File: src/hw/vcd_pkg.sv
// Package with command codes, field positions and types for the decoder.
package vcd_pkg;
  // Opcodes of the four vendor commands.
  localparam logic [7:0] VCD_OP_CHANGE_ID = 8'hC2;
  localparam logic [7:0] VCD_OP_UTILITY = 8'hFE;
  localparam logic [7:0] VCD_OP_PASSTHRU = 8'hEF;
  localparam logic [7:0] VCD_OP_DEFECT = 8'hFD;
  // Supported ROM pages.
  localparam logic [2:0] VCD_PAGE_LO = 3'h6;
  localparam logic [2:0] VCD_PAGE_HI = 3'h7;
  // Field positions.
  localparam int VCD_IDSRC_BIT = 4;
  localparam int VCD_EXE_BIT = 0;
  localparam int VCD_RST_BIT = 2;
  localparam int VCD_STAT_BIT = 0;
  localparam int VCD_FMT_BIT = 4;
  localparam int VCD_CMPL_BIT = 3;
  // Defect list formats accepted.
  localparam logic [2:0] VCD_DLF_BLOCK = 3'h0;
  localparam logic [2:0] VCD_DLF_INDEX = 3'h4;
  localparam logic [2:0] VCD_DLF_PHYS = 3'h5;
  // Status and sense codes.
  localparam logic [7:0] VCD_ST_GOOD = 8'h00;
  localparam logic [7:0] VCD_ST_CHECK = 8'h02;
  localparam logic [3:0] VCD_KEY_ILLEGAL = 4'h5;
  localparam logic [7:0] VCD_ASC_BAD_FIELD = 8'h24;
  // Reset values.
  localparam logic [3:0] VCD_ID_RESET = 4'h0;

  // Command block as received; byte 0 is the opcode.
  typedef struct packed {
    logic [7:0] b0;
    logic [7:0] b1;
    logic [7:0] b2;
    logic [7:0] b3;
    logic [7:0] b4;
  } vcd_cdb_s;

  // Command completion answer.
  typedef struct packed {
    logic [7:0] status;
    logic [3:0] sense_key;
    logic [7:0] asc;
  } vcd_done_s;

  typedef enum logic [2:0] {
    VCD_IDLE = 3'b000,
    VCD_UTIL = 3'b001,
    VCD_ESDI = 3'b010,
    VCD_DOUT = 3'b011,
    VCD_DFCT = 3'b100,
    VCD_DONE = 3'b101
  } vcd_state_e;
endpackage

File: src/hw/vcd_decoder.sv
// Vendor command block decoder and sequencer for the drive target.
`timescale 1ns/10ps
module vcd_decoder
  import vcd_pkg::*;
(
  input wire logic clock,
  input wire logic reset_n,
  input wire vcd_cdb_s cdb,
  input wire logic cdb_valid,
  input wire logic [3:0] id_pins,
  input wire logic bus_reset,
  output logic [3:0] target_id,
  output logic util_start,
  output logic util_resume,
  output logic [2:0] util_page,
  output logic [3:0] util_entry,
  input wire logic util_resumable,
  input wire logic util_done,
  output logic esdi_valid,
  output logic [15:0] esdi_cmd,
  output logic esdi_want_status,
  input wire logic esdi_done,
  input wire logic [3:0] esdi_flags,
  input wire logic [15:0] esdi_status,
  output logic [7:0] iface_status,
  output logic [15:0] drive_status,
  output logic drive_status_valid,
  output logic dout_req,
  input wire logic dout_done,
  output logic fmt_full,
  output logic plist_append,
  output logic plist_replace,
  output logic plist_delete,
  output logic glist_erase,
  output logic mode_save,
  input wire logic defect_done,
  output logic cmd_busy,
  output logic done_valid,
  output vcd_done_s done
);
  vcd_state_e state_r, state_nxt;
  logic [3:0] id_r, id_nxt;
  logic pend_r, pend_nxt;
  logic src_r, src_nxt;
  logic [3:0] pend_id_r, pend_id_nxt;
  logic brs1_r, brs2_r, brs3_r;
  logic [3:0] ids1_r, ids2_r, ids3_r;
  logic brst_q_r, pwr_init_r;
  logic resume_r, resume_nxt;
  logic [15:0] esdi_cmd_r, esdi_cmd_nxt;
  logic want_r, want_nxt;
  logic [7:0] ist_r, ist_nxt;
  logic [15:0] dst_r, dst_nxt;
  logic dstv_r, dstv_nxt;
  logic fmt_r, fmt_nxt;
  logic cmpl_r, cmpl_nxt;
  logic [2:0] page_r, page_nxt;
  logic [3:0] entry_r, entry_nxt;
  vcd_done_s done_r, done_nxt;
  logic bus_rst_seen;
  logic [3:0] pins_ok;

  // Illegal field answer, shared by the utility and defect paths.
  function automatic vcd_done_s bad_field();
    vcd_done_s d;
    d.status = VCD_ST_CHECK;
    d.sense_key = VCD_KEY_ILLEGAL;
    d.asc = VCD_ASC_BAD_FIELD;
    return d;
  endfunction

  // Three-flop pin chains, left out of reset so pins are settled at release.
  always_ff @(posedge clock)
  begin
    ids1_r <= id_pins;
    ids2_r <= ids1_r;
    ids3_r <= ids2_r;
    brs1_r <= bus_reset;
    brs2_r <= brs1_r;
    brs3_r <= brs2_r;
  end
  assign pins_ok = (ids2_r == ids3_r) ? ids3_r : id_r;
  assign bus_rst_seen = brs2_r && brs3_r && !brst_q_r;

  // Bus reset edge memory and power-up load marker.
  always_ff @(posedge clock)
  begin
    if (!reset_n)
    begin
      brst_q_r <= 1'b0;
      pwr_init_r <= 1'b1;
    end
    else
    begin
      brst_q_r <= brs2_r && brs3_r;
      pwr_init_r <= 1'b0;
    end
  end

  // Target ID and pending change.
  always_comb
  begin
    id_nxt = id_r;
    pend_nxt = pend_r;
    src_nxt = src_r;
    pend_id_nxt = pend_id_r;
    if (pwr_init_r)
      id_nxt = pins_ok;
    else if (bus_rst_seen)
    begin
      if (pend_r && src_r)
        id_nxt = pend_id_r;
      else
        id_nxt = pins_ok;
      pend_nxt = 1'b0;
    end
    if (state_r == VCD_IDLE && cdb_valid && cdb.b0 == VCD_OP_CHANGE_ID)
    begin
      pend_nxt = 1'b1;
      src_nxt = cdb.b4[VCD_IDSRC_BIT];
      pend_id_nxt = cdb.b4[3:0];
    end
  end

  always_ff @(posedge clock)
  begin
    if (!reset_n)
    begin
      id_r <= VCD_ID_RESET;
      pend_r <= 1'b0;
      src_r <= 1'b0;
      pend_id_r <= VCD_ID_RESET;
    end
    else
    begin
      id_r <= id_nxt;
      pend_r <= pend_nxt;
      src_r <= src_nxt;
      pend_id_r <= pend_id_nxt;
    end
  end

  // Command sequencer.
  always_comb
  begin
    state_nxt = state_r;
    esdi_cmd_nxt = esdi_cmd_r;
    want_nxt = want_r;
    ist_nxt = ist_r;
    dst_nxt = dst_r;
    dstv_nxt = dstv_r;
    fmt_nxt = fmt_r;
    cmpl_nxt = cmpl_r;
    page_nxt = page_r;
    entry_nxt = entry_r;
    resume_nxt = resume_r;
    done_nxt = done_r;
    unique case (state_r)
      VCD_IDLE:
        if (cdb_valid)
        begin
          done_nxt = '{VCD_ST_GOOD, 4'h0, 8'h00};
          state_nxt = VCD_DONE;
          dstv_nxt = 1'b0;
          if (cdb.b0 == VCD_OP_UTILITY)
          begin
            page_nxt = cdb.b2[2:0];
            entry_nxt = cdb.b3[3:0];
            resume_nxt = cdb.b1[VCD_RST_BIT];
            if (cdb.b2[2:0] != VCD_PAGE_LO && cdb.b2[2:0] != VCD_PAGE_HI)
              done_nxt = bad_field();
            else if (cdb.b1[VCD_RST_BIT] && !util_resumable)
              done_nxt = bad_field();
            else if (cdb.b1[VCD_EXE_BIT] || cdb.b1[VCD_RST_BIT])
              state_nxt = VCD_UTIL;
          end
          else if (cdb.b0 == VCD_OP_PASSTHRU)
          begin
            esdi_cmd_nxt = {cdb.b2, cdb.b3};
            want_nxt = cdb.b1[VCD_STAT_BIT];
            state_nxt = VCD_ESDI;
          end
          else if (cdb.b0 == VCD_OP_DEFECT)
          begin
            fmt_nxt = cdb.b1[VCD_FMT_BIT];
            cmpl_nxt = cdb.b1[VCD_CMPL_BIT];
            if (!cdb.b1[VCD_FMT_BIT])
              state_nxt = VCD_DFCT;
            else if (cdb.b1[2:0] != VCD_DLF_BLOCK &&
                     cdb.b1[2:0] != VCD_DLF_INDEX &&
                     cdb.b1[2:0] != VCD_DLF_PHYS)
              done_nxt = bad_field();
            else
              state_nxt = VCD_DOUT;
          end
        end
      VCD_UTIL:
        if (util_done)
          state_nxt = VCD_DONE;
      VCD_ESDI:
        // No timeout here: a command that never ends hangs the target.
        if (esdi_done)
        begin
          ist_nxt = {4'h0, esdi_flags};
          dst_nxt = want_r ? esdi_status : 16'h0000;
          dstv_nxt = want_r;
          state_nxt = VCD_DONE;
        end
      VCD_DOUT:
        if (dout_done)
          state_nxt = VCD_DFCT;
      VCD_DFCT:
        if (defect_done)
          state_nxt = VCD_DONE;
      VCD_DONE:
        state_nxt = VCD_IDLE;
      default:
        state_nxt = VCD_IDLE;
    endcase
  end

  always_ff @(posedge clock)
  begin
    if (!reset_n)
    begin
      state_r <= VCD_IDLE;
      esdi_cmd_r <= 16'h0000;
      want_r <= 1'b0;
      ist_r <= 8'h00;
      dst_r <= 16'h0000;
      dstv_r <= 1'b0;
      fmt_r <= 1'b0;
      cmpl_r <= 1'b0;
      page_r <= 3'h0;
      entry_r <= 4'h0;
      resume_r <= 1'b0;
      done_r <= '0;
    end
    else
    begin
      state_r <= state_nxt;
      esdi_cmd_r <= esdi_cmd_nxt;
      want_r <= want_nxt;
      ist_r <= ist_nxt;
      dst_r <= dst_nxt;
      dstv_r <= dstv_nxt;
      fmt_r <= fmt_nxt;
      cmpl_r <= cmpl_nxt;
      page_r <= page_nxt;
      entry_r <= entry_nxt;
      resume_r <= resume_nxt;
      done_r <= done_nxt;
    end
  end

  // Outputs; the utility reads its parameters from the write buffer itself.
  assign target_id = id_r;
  assign util_page = page_r;
  assign util_entry = entry_r;
  assign util_start = state_r == VCD_UTIL;
  assign util_resume = state_r == VCD_UTIL && resume_r;
  assign esdi_valid = state_r == VCD_ESDI;
  assign esdi_cmd = esdi_cmd_r;
  assign esdi_want_status = want_r;
  assign iface_status = ist_r;
  assign drive_status = dst_r;
  assign drive_status_valid = dstv_r;
  assign dout_req = state_r == VCD_DOUT;
  // Delete (no new list) and replace both reformat; append does not.
  assign plist_delete = state_r == VCD_DFCT && !fmt_r;
  assign plist_replace = state_r == VCD_DFCT && fmt_r && cmpl_r;
  assign plist_append = state_r == VCD_DFCT && fmt_r && !cmpl_r;
  assign fmt_full = plist_delete || plist_replace;
  assign glist_erase = state_r == VCD_DFCT;
  assign mode_save = state_r == VCD_DFCT && defect_done;
  assign cmd_busy = state_r != VCD_IDLE;
  assign done_valid = state_r == VCD_DONE;
  assign done = done_r;

  // Pending ID is applied on the bus reset edge, not before.
  id_hold_a: assert property (@(posedge clock) disable iff (!reset_n)
    !bus_rst_seen && !pwr_init_r |=> target_id == $past(target_id))
    else $error("Target ID changed without bus reset.");
  id_cmd_a: assert property (@(posedge clock) disable iff (!reset_n)
    bus_rst_seen && pend_r && src_r && !pwr_init_r
    |=> target_id == $past(pend_id_r))
    else $error("Commanded ID not applied.");
  page_bad_a: assert property (@(posedge clock) disable iff (!reset_n)
    state_r == VCD_IDLE && cdb_valid && cdb.b0 == VCD_OP_UTILITY &&
    cdb.b2[2:1] != 2'b11 |=> done_valid && done.status == VCD_ST_CHECK)
    else $error("Bad page not rejected.");
  esdi_pass_a: assert property (@(posedge clock) disable iff (!reset_n)
    esdi_valid |-> esdi_cmd == $past(esdi_cmd, 1) || $rose(esdi_valid))
    else $error("Drive command changed in flight.");
  stat_top_a: assert property (@(posedge clock) disable iff (!reset_n)
    done_valid |-> iface_status[7:4] == 4'h0)
    else $error("Undefined status bits not zero.");
  glist_a: assert property (@(posedge clock) disable iff (!reset_n)
    $rose(state_r == VCD_DFCT) |-> glist_erase)
    else $error("Grown list not erased.");
  append_a: assert property (@(posedge clock) disable iff (!reset_n)
    plist_append |-> !fmt_full)
    else $error("Append reformatted media.");
  skip_dout_a: assert property (@(posedge clock) disable iff (!reset_n)
    state_r == VCD_IDLE && cdb_valid && cdb.b0 == VCD_OP_DEFECT &&
    !cdb.b1[VCD_FMT_BIT] |=> !dout_req ##1 !dout_req)
    else $error("Data-out taken without format data.");
  resume_a: assert property (@(posedge clock) disable iff (!reset_n)
    $rose(util_start) |-> util_resume == $past(cdb.b1[VCD_RST_BIT]))
    else $error("Restart flag not passed to the utility.");
endmodule // vcd_decoder

File: config.mk
export PLATFORM = sky130hd
export DESIGN_NAME = vcd_decoder
export DESIGN_NICKNAME = d
export VERILOG_FILES = /design/src/hw/vcd_pkg.sv /design/src/hw/vcd_decoder.sv
export SDC_FILE = /design/constraint.sdc
export NUM_CORES = 1
export LEC_CHECK = 0
export BUFFER_PORTS_ARGS = -buffer_cell sky130_fd_sc_hd__buf_4
export CORE_MARGIN = 10
export CORE_UTILIZATION = 30
export DETAILED_ROUTE_END_ITERATION = 6
export GPL_TIMING_DRIVEN = 0
export HOLD_SLACK_MARGIN = 0.08
export PLACE_DENSITY_LB_ADDON = 0.1
export SLEW_MARGIN = 20
export SYNTH_ARGS = -nofsm -noshare
export SYNTH_HDL_FRONTEND = slang
export SYNTH_SLANG_ARGS = --single-unit
File: constraint.sdc
create_clock -name clock -period 3.9 [get_ports clock]
set_clock_uncertainty 0.15 [all_clocks]
set_input_delay 0.585 -clock clock [delete_from_list [all_inputs] [get_ports clock]]
set_output_delay 0.585 -clock clock [all_outputs]
set_load 0.01 [all_outputs]
# ---- After elaboration in Yosys (flattened, before gate mapping)
# Cells that the tools add are included.
dict set report totals {
  reg_bits 98
  latch_bits 0
  mem_bits_rw 0
  romBits 0
  in_bits 73
  out_inout_bits 85
  word_cells 116
  n_memories 0
}
dict set report classes {
  addsub 0
  n_mul 0
  div 0
  order_cmp 0
  n_eq_ne 20
  shift 0
  muxes 33
  bitwise_logic 2
  reduce_logical 35
}
# op n
set ops {}
lappend ops {{$mux 14} 6}
lappend ops {{$mux 3} 13}
lappend ops {{$eq 8x8->1 const B} 4}
lappend ops {{$mux 20} 1}
lappend ops {{$mux 16} 1}
lappend ops {{$mux 4} 4}
lappend ops {{$logic_and 1x1->1} 15}
lappend ops {{$pmux 3 s5} 1}
lappend ops {{$ne 3x3->1 const B} 4}
lappend ops {{$ne 2x1->1 const B} 5}
lappend ops {{$reduce_and 5->1} 2}
lappend ops {{$eq 3x2->1 const B} 2}
lappend ops {{$eq 3x3->1 const B} 2}
lappend ops {{$mux 1} 6}
lappend ops {{$reduce_and 2->1} 3}
lappend ops {{$reduce_and 3->1} 2}
lappend ops {{$reduce_bool 2->1} 3}
lappend ops {{$reduce_bool 3->1} 2}
lappend ops {{$eq 4x4->1} 1}
lappend ops {{$logic_not 1->1} 4}
lappend ops {{$reduce_and 4->1} 1}
lappend ops {{$eq 3x1->1 const B} 1}
lappend ops {{$logic_not 3->1} 1}
lappend ops {{$logic_or 1x1->1} 2}
lappend ops {{3 further kinds} 4}

# ---- Logic depth before layout (Yosys ltp)
# Gate-level depths: netlist (run 1).
dict set report logic_depth {
  word_depth 10
  mapped_depth 6
  ltp_nobuf 4
}

# ---- Worst setup path before layout (run 1)
# OpenSTA, ideal clock, no wires.
dict set report synth_path {
  kind {input -> register}
  startpoint {input cdb_valid}
  endpoint {register pend_id_r[0]}
  arrival_time_ns 1.889
  setup_slack_ns 1.734
  path_stages 5
  path_cell_list {or4b_1 > buf_2 > nor4_4 > mux2i_1 > nor2_1}
}
dict set report synth_between {
  elab_chain_cells 2
}
# item line_no
set synth_lines {}
lappend synth_lines {{start, declared} vcd_decoder.sv:9} ;# input wire logic cdb_valid,
lappend synth_lines {{$logic_and 1x1->1 (2 in a row)} vcd_decoder.sv:117} ;# if (state_r == VCD_IDLE && cdb_valid && cdb.b0 == VCD_OP_CHANGE_ID)
lappend synth_lines {{end signal, assigned} vcd_decoder.sv:139} ;# pend_id_r <= pend_id_nxt;
lappend synth_lines {{end, declared} vcd_decoder.sv:45} ;# logic [3:0] pend_id_r, pend_id_nxt;
# No other way between the ends.
# A chain may end at the register's enable or synchronous reset.

# ---- Worst setup path after layout (run 1)
dict set report layout_path {
  startpoint {register state_r[0]}
  endpoint {register cmpl_r}
}
dict set report layout_between {
  elab_chain_cells 2
}
# item line_no
set layout_lines {}
lappend layout_lines {{start, declared} vcd_decoder.sv:41} ;# vcd_state_e state_r, state_nxt;
lappend layout_lines {{start signal, assigned} vcd_decoder.sv:241} ;# state_r <= state_nxt;
lappend layout_lines {{$logic_not 3->1} vcd_decoder.sv:158} ;# unique case (state_r)
lappend layout_lines {{$reduce_and 5->1 (no line)} --}
lappend layout_lines {{end signal, assigned} vcd_decoder.sv:248} ;# cmpl_r <= cmpl_nxt;
lappend layout_lines {{end, declared} vcd_decoder.sv:56} ;# logic cmpl_r, cmpl_nxt;
# No other way between the ends.

==> results.sh, run 1 <==
export IMPL_outcome="complete, no violations"
export IMPL_syn2layout_area_growth_pct=44.0
export IMPL_register_bit_count_reported_by_yosys=79
export IMPL_die_height_microns=125
export IMPL_power_net_switching_mw=0.428
export IMPL_design_die_area_sq_mm=0.0156
export IMPL_final_net_count=607
export IMPL_max_slew_margin_pct=54.2
export IMPL_critPathArrivalTime_ps=2700
export IMPL_critPathCaptureType="register"
export IMPL_worst_setup_path_type="reg -> reg"
export IMPL_global_route_wire_length_before_repair_microns=16600
export IMPL_cap_violations=0
export IMPL_synth_cells=374
export IMPL_crit_path_buf_inv_count=1
export IMPL_io_pins=158
export IMPL_antenna_cells_inserted=0
export IMPL_critPathRequiredTime_ps=4040
export IMPL_final_setup_viol_count=0
export IMPL_worst_path_dominant_cell_family="simple AND/OR/NAND/NOR gates"
export IMPL_synth_edff_count=0
export IMPL_timing_final_hold_violations=0
export IMPL_cts_repair_resized=0
export IMPL_stdcell_count=679
export IMPL_grt_total_usage_pct=13.1
export IMPL_post_place_cells=663
export IMPL_ctsHoldBuffers=0
export IMPL_route_detailed_drc=0
export IMPL_cts_htree_levels=3
export IMPL_num_fill_cells=1130
export IMPL_core_box_area_sq_mm=0.0108
export IMPL_avgViaCountPerCell=4.54
export IMPL_clk_pin_slew_ps=90
export IMPL_worstSetupStartpointType="register"
export IMPL_power_per_cell_area_mw_per_mm2=361
export IMPL_power_static_leakage_nw=2.08
export IMPL_layout_drive_gt1_share_pct=32.8
export IMPL_setup_tns_ps=0
export IMPL_cts_root_buffer="clkbuf_8"
export IMPL_min_path_type="reg -> reg"
export IMPL_worstMarginPinSlew_ps=683
export IMPL_floorplan_die_width_microns=125
export IMPL_initial_utilization_pct=30.5
export IMPL_fin_crit_ps=2560
export IMPL_vias=3080
export IMPL_synth_yosys_warnings=0
export IMPL_grt_antenna_before_repair=0
export IMPL_yosysSeqAreaShare_pct=48.1
export IMPL_detail_route_wl_per_cell_microns=15.6
export IMPL_netlist_area_sq_mm=0.00329
export IMPL_insertion_delay_ps=350
export IMPL_clock_power_share_pct=40.2
export IMPL_detail_route_antenna_nets=0
export IMPL_min_period_over_period_pct=65.7
export IMPL_numCtsBuffers=9
export IMPL_timing_critical_path_fanout_max=10
export IMPL_grt_overflow_total=0
export IMPL_layout_cells_most_common="buf_4"
export IMPL_p_seq_share_pct=48.4
export IMPL_pin_count_of_the_biggest_net_entering_global_routing=15
export IMPL_hpwlAfterDp_microns=8270
export IMPL_asyncSetResetFlopFracSynth_pct=0
export IMPL_detail_route_first_pass_iterations=4
export IMPL_p_int_mw=1.28
export IMPL_buffer_ports_inserted=131
export IMPL_share_comb_of_total_power_pct=11.4
export IMPL_numClockSinks=79
export IMPL_unrepaired_setup_endpoints_after_global_routing="no"
export IMPL_max_clock_freq_mhz=390
export IMPL_crit_chain="clkbuf_1 > nor4b_1 > nand4_1 > nor3b_1 > mux2i_1"
export IMPL_critical_path_slowest_cell="nor3b_1"
export IMPL_number_of_distinct_standard_cells_referenced_by_the_synthesized_netlist=46
export IMPL_number_of_global_route_vias_before_repair=3098
export IMPL_worst_path_largest_cell_delay_ps=600
export IMPL_post_cts_repair_setup_buffers=0
export IMPL_timing_final_max_slew_violations=0
export IMPL_most_common_layout_cells="154 x buf_4, 79 x dfxtp_1, 45 x a21oi_1"
export IMPL_power_share_switching_pct=25.0
export IMPL_synth_ff_type="dfxtp_1"
export IMPL_synth_avg_cell_area_sq_um=8.80
export IMPL_core_rowCount=38
export IMPL_drt_iter0_markers=162
export IMPL_worst_voltage_drop_across_the_vdd_grid_uv=207
export IMPL_wirelength_microns=10600
export IMPL_max_clock_path_buffers=2
export IMPL_seq_area_sq_mm=0.00158
export IMPL_area_of_the_multi_input_gates_sq_mm=0.00147
export IMPL_fin_util_pct=43.9
export IMPL_tritoncts="built"
export IMPL_gp_congestion=0.794
-- flip-flops by register name (all words and copies together), names as in the netlist, 3 cells and up --
| name | count |
|---|---|
| esdi_cmd | 16 |
| ids2_r | 4 |
| iface_status | 4 |
| target_id | 4 |
| pend_id_r | 4 |
| drive_status | 16 |
| ids1_r | 4 |
| state_r | 3 |
| ids3_r | 4 |
| util_page | 3 |
| util_entry | 4 |
-- kinds of logic after synthesis --
logic type / Yosys count / share of synthesized area (%)
simple gates: 135 / 21.7
buf+inv: 56 / 9.35
compound gates: 82 / 14.5
xor+xnor: 4 / 1.06
other cells: 1 / 0.114
flops: 79 / 48.1
mux: 17 / 5.17
-- Yosys cell counts (all sizes together), types with 2 or more instances --
master	count	share of area, %
nor3	3	0.46
and3	4	0.76
inv	9	1.0
nand4	4	0.76
a21oi	45	6.8
mux2i	17	5.2
xnor2	4	1.1
dfxtp	79	48
nand2	38	4.3
and3b	2	0.53
o21bai	2	0.46
nand3	34	5.2
nor2	19	2.2
nor3b	3	0.68
nand3b	4	0.91
clkbuf	19	2.2
buf	28	6.2
nor4	3	1.5
and2	7	1.3
or3	3	0.57
nor2b	4	0.76
a221o	3	0.91
nor4b	2	0.53
o21ai	20	3.0
-- path summary, 6_finish.rpt --
kind | start | slack, ps | cells past startpoint | endpoint
setup / recovery | state_r[0]$_SDFFE_PN0P_ | 1340 | 5 | cmpl_r$_SDFFE_PN0P_
hold / removal | brs1_r$_DFF_P_ | 180 | 0 | brs2_r$_DFF_P_
setup reg to reg | state_r[0]$_SDFFE_PN0P_ | 1340 | 5 | cmpl_r$_SDFFE_PN0P_
hold reg to reg | brs1_r$_DFF_P_ | 180 | 0 | brs2_r$_DFF_P_
-- metal layers --
layer / up-vias / global-route usage (%) / share of wire (%)
met2: 109 / 21.7 / 47
met4: 0 / 3.63 / 1.2
met3: 11 / 5.11 / 8.0
met5: - / 0 / 0
li1: 1577 / - / -
met1: 1383 / 15.4 / 44
-- power groups by stage --
stage | sequential (mW) | combinational [mW] | clock, mW
floorplan | 0.846 | 0.0975 | 0
global placement | 0.848 | 0.194 | 0
detailed placement | 0.848 | 0.196 | 0
CTS | 0.829 | 0.196 | 0.713
global route | 0.831 | 0.215 | 0.751
finish | 0.829 | 0.195 | 0.688
-- stage by stage --
step / hold slack, ps / worst slack (ps) / power (mW) / instance area [sq um]
5_1_grt: 159 / 1090 / 1.80 / 4740
6_report: 179 / 1340 / 1.71 / 4740
3_5_place_dp: 162 / 1180 / 1.04 / 4520
4_1_cts: 163 / 1280 / 1.74 / 4740
2_1_floorplan: 160 / 1730 / 0.944 / 3360
3_3_place_gp: 162 / 1220 / 1.04 / 4520
-- worst reg2reg max path: cells and delay by family (launching register included) --
| kind | cells | cell delay [ps] |
|---|---|---|
| DFF | 1 | 320 |
| muxes | 1 | 230 |
| buffers and inverters | 1 | 200 |
| and+or+nand+nor | 3 | 1610 |
-- area by class of cell --
type / count / area share, %
Tap cell: 140 / 3.70
Clock inverter: 6 / 1.95
Timing Repair Buffer: 131 / 20.8
Buffer: 47 / 5.78
Sequential cell: 79 / 33.4
Multi-Input combinational cell: 257 / 31.0
Clock buffer: 10 / 2.69
Inverter: 9 / 0.713
Power figures use the tool's default switching activity.
==> run 2: changes to the inputs <==
==> constraint.sdc (replaced) <==
create_clock -name clock -period 2.7 [get_ports clock]
set_clock_uncertainty 0.15 [all_clocks]
set_input_delay 0.405 -clock clock [delete_from_list [all_inputs] [get_ports clock]]
set_output_delay 0.405 -clock clock [all_outputs]
set_load 0.01 [all_outputs]
==> run 2 against run 1 <==
- flip-flop and latch count did not move
- worst hold slack worse by 36 ps
- via count increased by 0.78%
- non-clock buffer count increased by 5
- critical path type unchanged
- clock-buffer cell count did not move
- critical endpoint is now esdi_cmd[10]$_SDFFE_PN0P_
- sequential share of layout area is 0.38 points lower
==> results.sh, run 2 (synthesis gave the netlist of run 1 again) <==
export IMPL_outcome="complete, no violations"
export IMPL_clock_power_share_pct=40.1
export IMPL_worstSetupStartpointType="register"
export IMPL_detailed_place_area_sq_mm=0.00452
export IMPL_fin_util_pct=44.4
export IMPL_buffer_ports_inserted=131
export IMPL_worst_setup_path_type="reg -> reg"
export IMPL_crit_path_buf_inv_count=2
export IMPL_layout_drive_gt1_share_pct=32.7
export IMPL_max_slew_margin_pct=54.1
export IMPL_power_static_leakage_nw=2.11
export IMPL_clk_pin_slew_ps=90
export IMPL_max_clock_freq_mhz=414
export IMPL_detail_route_wl_per_cell_microns=15.5
export IMPL_timing_final_max_slew_violations=0
export IMPL_global_route_wire_length_before_repair_microns=16600
export IMPL_gp_congestion=0.794
export IMPL_p_seq_share_pct=48.3
export IMPL_pin_count_of_the_biggest_net_entering_global_routing=15
export IMPL_critical_path_slowest_cell="nand4_1"
export IMPL_detail_route_antenna_nets=0
export IMPL_most_common_layout_cells="154 x buf_4, 79 x dfxtp_1, 45 x a21oi_1"
export IMPL_io_pins=158
export IMPL_tritoncts="built"
export IMPL_cap_violations=0
export IMPL_critPathArrivalTime_ps=2490
export IMPL_core_rowCount=38
export IMPL_p_int_mw=1.86
export IMPL_layout_cells_most_common="buf_4"
export IMPL_grt_antenna_before_repair=0
export IMPL_detail_route_first_pass_iterations=4
export IMPL_numClockSinks=79
export IMPL_worstMarginPinSlew_ps=689
export IMPL_insertion_delay_ps=350
export IMPL_post_place_cells=663
export IMPL_timing_critical_path_fanout_max=10
export IMPL_power_share_switching_pct=25.0
export IMPL_die_height_microns=125
export IMPL_grt_overflow_total=0
export IMPL_worstHoldPathCells=3
export IMPL_hpwlAfterDp_microns=8270
export IMPL_worst_path_largest_cell_delay_ps=530
export IMPL_worst_path_dominant_cell_family="simple AND/OR/NAND/NOR gates"
export IMPL_min_path_type="in -> reg"
export IMPL_wirelength_microns=10600
export IMPL_avgViaCountPerCell=4.54
export IMPL_max_clock_path_buffers=2
export IMPL_fin_crit_ps=2420
export IMPL_vias=3104
export IMPL_power_net_switching_mw=0.620
export IMPL_route_detailed_drc=0
export IMPL_worstSetupPathDepth=6
export IMPL_crit_chain="clkbuf_1 > nor4b_1 > nand4_1 > clkbuf_1 > o21ai_0 > a21oi_1"
export IMPL_min_period_over_period_pct=89.6
export IMPL_setup_tns_ps=0
export IMPL_total_power_mw=2.48
export IMPL_drt_iter0_markers=160
export IMPL_critPathCaptureType="register"
export IMPL_worst_path_most_repeated_cell="clkbuf_1"
export IMPL_numCtsBuffers=9
export IMPL_final_net_count=612
export IMPL_design_area_sq_mm=0.00479
export IMPL_initial_utilization_pct=30.5
export IMPL_cts_htree_levels=3
export IMPL_core_box_area_sq_mm=0.0108
export IMPL_floorplan_die_width_microns=125
export IMPL_power_per_cell_area_mw_per_mm2=518
export IMPL_timing_final_hold_violations=0
export IMPL_unrepaired_setup_endpoints_after_global_routing="yes"
export IMPL_share_comb_of_total_power_pct=11.6
export IMPL_final_setup_viol_count=0
export IMPL_worst_r2r_cell_count=6
export IMPL_worst_voltage_drop_across_the_vdd_grid_uv=299
export IMPL_design_die_area_sq_mm=0.0156
export IMPL_syn2layout_area_growth_pct=45.6
export IMPL_stdcell_count=684
export IMPL_grt_total_usage_pct=13.2
export IMPL_antenna_cells_inserted=0
export IMPL_number_of_global_route_vias_before_repair=3123
export IMPL_cts_root_buffer="clkbuf_8"
export IMPL_critPathRequiredTime_ps=2770
## run 2: changes by cell type in the layout (fill, tap and decap cells not counted), sizes merged
cell | previous run | this run
dlygate4sd3 | 0 | 5
## run 2: through the flow
stage	setup slack [ps]	hold slack, ps
2_1_floorplan	714	160
3_3_place_gp	122	162
3_5_place_dp	95.7	162
4_1_cts	76.0	127
5_1_grt	-3.67	135
6_report	282	143
## run 2: final cells by class
| cell class | instances | area (sq um) |
|---|---|---|
| clock inverters | 6 | 92.6 |
| inverters | 9 | 33.8 |
| fillers | 1132 | 6000 |
| clock buffers | 10 | 128 |
| well taps | 140 | 175 |
| plain buffers | 47 | 274 |
| flip-flops and latches | 79 | 1580 |
| multi-input cells | 257 | 1470 |
| repair buffers | 136 | 1030 |
## run 2: power by group through the flow
stage	Clock [mW]	Combinational, mW	Sequential (mW)
6_report	0.994	0.288	1.20
5_1_grt	1.09	0.318	1.20
4_1_cts	1.03	0.289	1.20
3_5_place_dp	0	0.283	1.23
3_3_place_gp	0	0.281	1.22
2_1_floorplan	0	0.141	1.22
## run 2: metal layers
layer  part of all wire, %  vias to the layer above  track usage [%]  wire, microns
met1                    44                     1402             15.4           4630
met5                     0                        -                0              0
met2                    48                      104             21.8           5060
li1                      -                     1590                -              -
met4                  0.97                        0             3.63            103
met3                   8.0                        8             5.11            847
## run 2: worst paths after layout
kind	startpoint	end	slack [ps]
max reg2reg	state_r[0]$_SDFFE_PN0P_	esdi_cmd[10]$_SDFFE_PN0P_	280
min	cdb[1]	pend_id_r[1]$_SDFFE_PN0P_	140
min reg2reg	brs1_r$_DFF_P_	brs2_r$_DFF_P_	180
max	state_r[0]$_SDFFE_PN0P_	esdi_cmd[10]$_SDFFE_PN0P_	280
## run 2: repair_timing
| action | 4_1_cts | 5_1_grt |
|---|---|---|
| setup buffers | 0 | 0 |
| endpoints found under the hold margin | 5 | 0 |
| resized for setup | 0 | 1 |
| hold buffers | 5 | 0 |
| setup endpoints to repair | 0 | 2 |
## run 2: worst register-to-register path: stages (launching register included)
cell and delay [ps]:
dfxtp_1 310, clkbuf_1 200, nor4b_1 480, nand4_1 530, clkbuf_1 350, o21ai_0 190
a21oi_1 80
==> run 3: changes to the inputs <==
--- a/config.mk
+++ b/config.mk
@@ -7,7 +7,7 @@
 export LEC_CHECK = 0
 export BUFFER_PORTS_ARGS = -buffer_cell sky130_fd_sc_hd__buf_4
 export CORE_MARGIN = 10
-export CORE_UTILIZATION = 30
+export CORE_UTILIZATION = 46
 export DETAILED_ROUTE_END_ITERATION = 6
 export GPL_TIMING_DRIVEN = 0
 export HOLD_SLACK_MARGIN = 0.08
@@ -16,3 +16,4 @@
 export SYNTH_ARGS = -nofsm -noshare
 export SYNTH_HDL_FRONTEND = slang
 export SYNTH_SLANG_ARGS = --single-unit
+export TNS_END_PERCENT = 1
==> run 3 against run 2 <==
- non-clock buffer count unchanged
- largest power group unchanged
- cell count is 6.4% lower
- critical path type unchanged
- combinational power about the same
- maximum frequency increased by 0.69%
- utilization up 25 points
- critical path depth unchanged
- global-route usage rose by 4.8 points
- total power about the same
- clock power barely moved
==> results.sh, run 3 (synthesis gave the netlist of run 1 again) <==
export IMPL_outcome="complete, no violations"
export IMPL_avgViaCountPerCell=4.87
export IMPL_worst_r2r_startpoint="state_r[0]$_SDFFE_PN0P_"
export IMPL_most_common_layout_cells="154 x buf_4, 79 x dfxtp_1, 45 x a21oi_1"
export IMPL_antenna_cells_inserted=0
export IMPL_numClockSinks=79
export IMPL_clk_pin_slew_ps=90
export IMPL_critPathRequiredTime_ps=2770
export IMPL_timing_final_max_slew_violations=0
export IMPL_min_path_type="in -> reg"
export IMPL_timing_critical_path_fanout_max=10
export IMPL_crit_chain="clkbuf_1 > nor4b_1 > nand4_1 > clkbuf_1 > o21ai_0 > a21oi_1"
export IMPL_design_die_area_sq_mm=0.0109
export IMPL_power_per_cell_area_mw_per_mm2=523
export IMPL_worst_setup_path_type="reg -> reg"
export IMPL_detail_route_wl_per_cell_microns=15.8
export IMPL_wirelength_microns=10100
export IMPL_max_clock_path_buffers=2
export IMPL_power_share_switching_pct=24.1
export IMPL_drt_iter0_markers=145
export IMPL_worst_voltage_drop_across_the_vdd_grid_uv=373
export IMPL_layout_drive_gt1_share_pct=32.9
export IMPL_cts_root_buffer="clkbuf_8"
export IMPL_detail_route_first_pass_iterations=5
export IMPL_r2r_end="esdi_cmd[9]$_SDFFE_PN0P_"
export IMPL_use_met2_pct=28.0
export IMPL_worstSetupPathDepth=6
export IMPL_setup_tns_ps=0
export IMPL_placement_setup_worst_slack_ps=273
export IMPL_critPathArrivalTime_ps=2470
export IMPL_final_setup_viol_count=0
export IMPL_worst_path_dominant_cell_family="simple AND/OR/NAND/NOR gates"
export IMPL_core_box_area_sq_mm=0.00687
export IMPL_share_comb_of_total_power_pct=11.6
export IMPL_io_pins=158
export IMPL_worst_r2r_cell_count=6
export IMPL_tritoncts="built"
export IMPL_design_area_sq_mm=0.00475
export IMPL_ff2ff_setup_slack_ps=300
export IMPL_global_route_wire_length_before_repair_microns=16200
export IMPL_grt_antenna_before_repair=0
export IMPL_post_cts_repair_setup_buffers=0
export IMPL_syn2layout_area_growth_pct=44.2
export IMPL_floorplan_die_width_microns=105
export IMPL_crit_path_buf_inv_count=2
export IMPL_max_slew_margin_pct=58.0
export IMPL_layout_cells_most_common="buf_4"
export IMPL_numCtsBuffers=9
export IMPL_initial_utilization_pct=47.9
export IMPL_grt_busiest_layer="met2"
export IMPL_worst_setup_path_startpoint="state_r[0]$_SDFFE_PN0P_"
export IMPL_grtUsageMet1_pct=21.8
export IMPL_cts_htree_levels=3
export IMPL_worstMarginPinSlew_ps=631
export IMPL_grt_use_met3_pct=7.74
export IMPL_post_place_cells=619
export IMPL_cap_violations=0
export IMPL_grt_overflow_total=0
export IMPL_insertion_delay_ps=350
export IMPL_unrepaired_setup_endpoints_after_global_routing="no"
export IMPL_route_detailed_drc=0
export IMPL_worstSetupStartpointType="register"
export IMPL_total_power_mw=2.48
export IMPL_clock_power_share_pct=40.1
export IMPL_vias=3119
export IMPL_min_period_over_period_pct=88.9
export IMPL_p_int_mw=1.88
export IMPL_detail_route_antenna_nets=0
export IMPL_grt_total_usage_pct=18.0
export IMPL_power_net_switching_mw=0.599
export IMPL_timing_critical_path_to="esdi_cmd[9]$_SDFFE_PN0P_"
export IMPL_fin_crit_ps=2400
export IMPL_pin_count_of_the_biggest_net_entering_global_routing=15
export IMPL_hpwlAfterDp_microns=7960
export IMPL_timing_final_hold_violations=0
export IMPL_worst_path_most_repeated_cell="clkbuf_1"
export IMPL_gp_congestion=0.847
export IMPL_detailed_place_area_sq_mm=0.00446
export IMPL_max_clock_freq_mhz=416
export IMPL_power_static_leakage_nw=2.12
export IMPL_worst_path_largest_cell_delay_ps=520
export IMPL_p_seq_share_pct=48.3
export IMPL_buffer_ports_inserted=131
export IMPL_die_height_microns=105
export IMPL_stdcell_count=640
export IMPL_final_net_count=612
export IMPL_critical_path_slowest_cell="nor4b_1"
export IMPL_final_critical_path_setup_slack_ps=299
export IMPL_core_rowCount=30
export IMPL_critPathCaptureType="register"
export IMPL_number_of_global_route_vias_before_repair=3239
## run 3: cell count changes in the layout (fill, tap and decap cells not counted)
cell	previous run	this run
clkinvlp_4	2	0
inv_6	2	1
clkbuf_8	9	10
clkinv_4	0	2
clkbuf_1	20	19
clkinv_2	0	1
## run 3: worst min path at each step
stage	start	endpoint	slack, ps	depth (start not counted)
final	esdi_flags[3]	iface_status[3]$_SDFFE_PN0P_	140	3
after global routing	esdi_flags[3]	iface_status[3]$_SDFFE_PN0P_	140	3
after CTS	esdi_flags[3]	iface_status[3]$_SDFFE_PN0P_	130	3
after detailed placement	ids1_r[2]$_DFF_P_	ids2_r[2]$_DFF_P_	170	0
after global placement	ids1_r[1]$_DFF_P_	ids2_r[1]$_DFF_P_	160	0
after floorplan	brs1_r$_DFF_P_	brs2_r$_DFF_P_	160	0
## run 3: power by group through the flow
stage | Sequential (mW) | Clock (mW) | Combinational, mW
global route | 1.20 | 1.06 | 0.316
CTS | 1.20 | 1.02 | 0.284
detailed placement | 1.23 | 0 | 0.277
global placement | 1.22 | 0 | 0.273
finish | 1.20 | 0.996 | 0.288
floorplan | 1.22 | 0 | 0.141
## run 3: repair_timing
item / CTS / global route
endpoints found under the hold margin: 5 / 0
hold buffers: 5 / 0
resized for setup: 0 / 1
setup endpoints to repair: 0 / 2
## run 3: tightest hold or removal path, stage by stage
cell	delay, ps
buf_4	110
nand2_1	40
a21oi_1	50
## run 3: area by class of cell
type                            instances  area, sq um
Tap cell                               96          120
Sequential cell                        79         1580
Inverter                                9         33.8
Clock inverter                          6         91.3
Fill cell                             581         2120
Clock buffer                           10          138
Multi-Input combinational cell        257         1470
Buffer                                 47          274
Timing Repair Buffer                  136         1030
## run 3: through the flow
step	utilization, %	hold WS, ps
3_5_place_dp	65.0	168
6_report	69.1	136
3_3_place_gp	65.0	160
5_1_grt	69.1	141
4_1_cts	69.0	130
2_1_floorplan	-	160
## run 3: layer usage
metal	wire length, microns	up-vias	share of wire (%)
li1	-	1588	-
met1	4390	1386	43
met2	4570	138	45
met3	1060	7	10
met4	110	0	1.1
met5	0	-	0
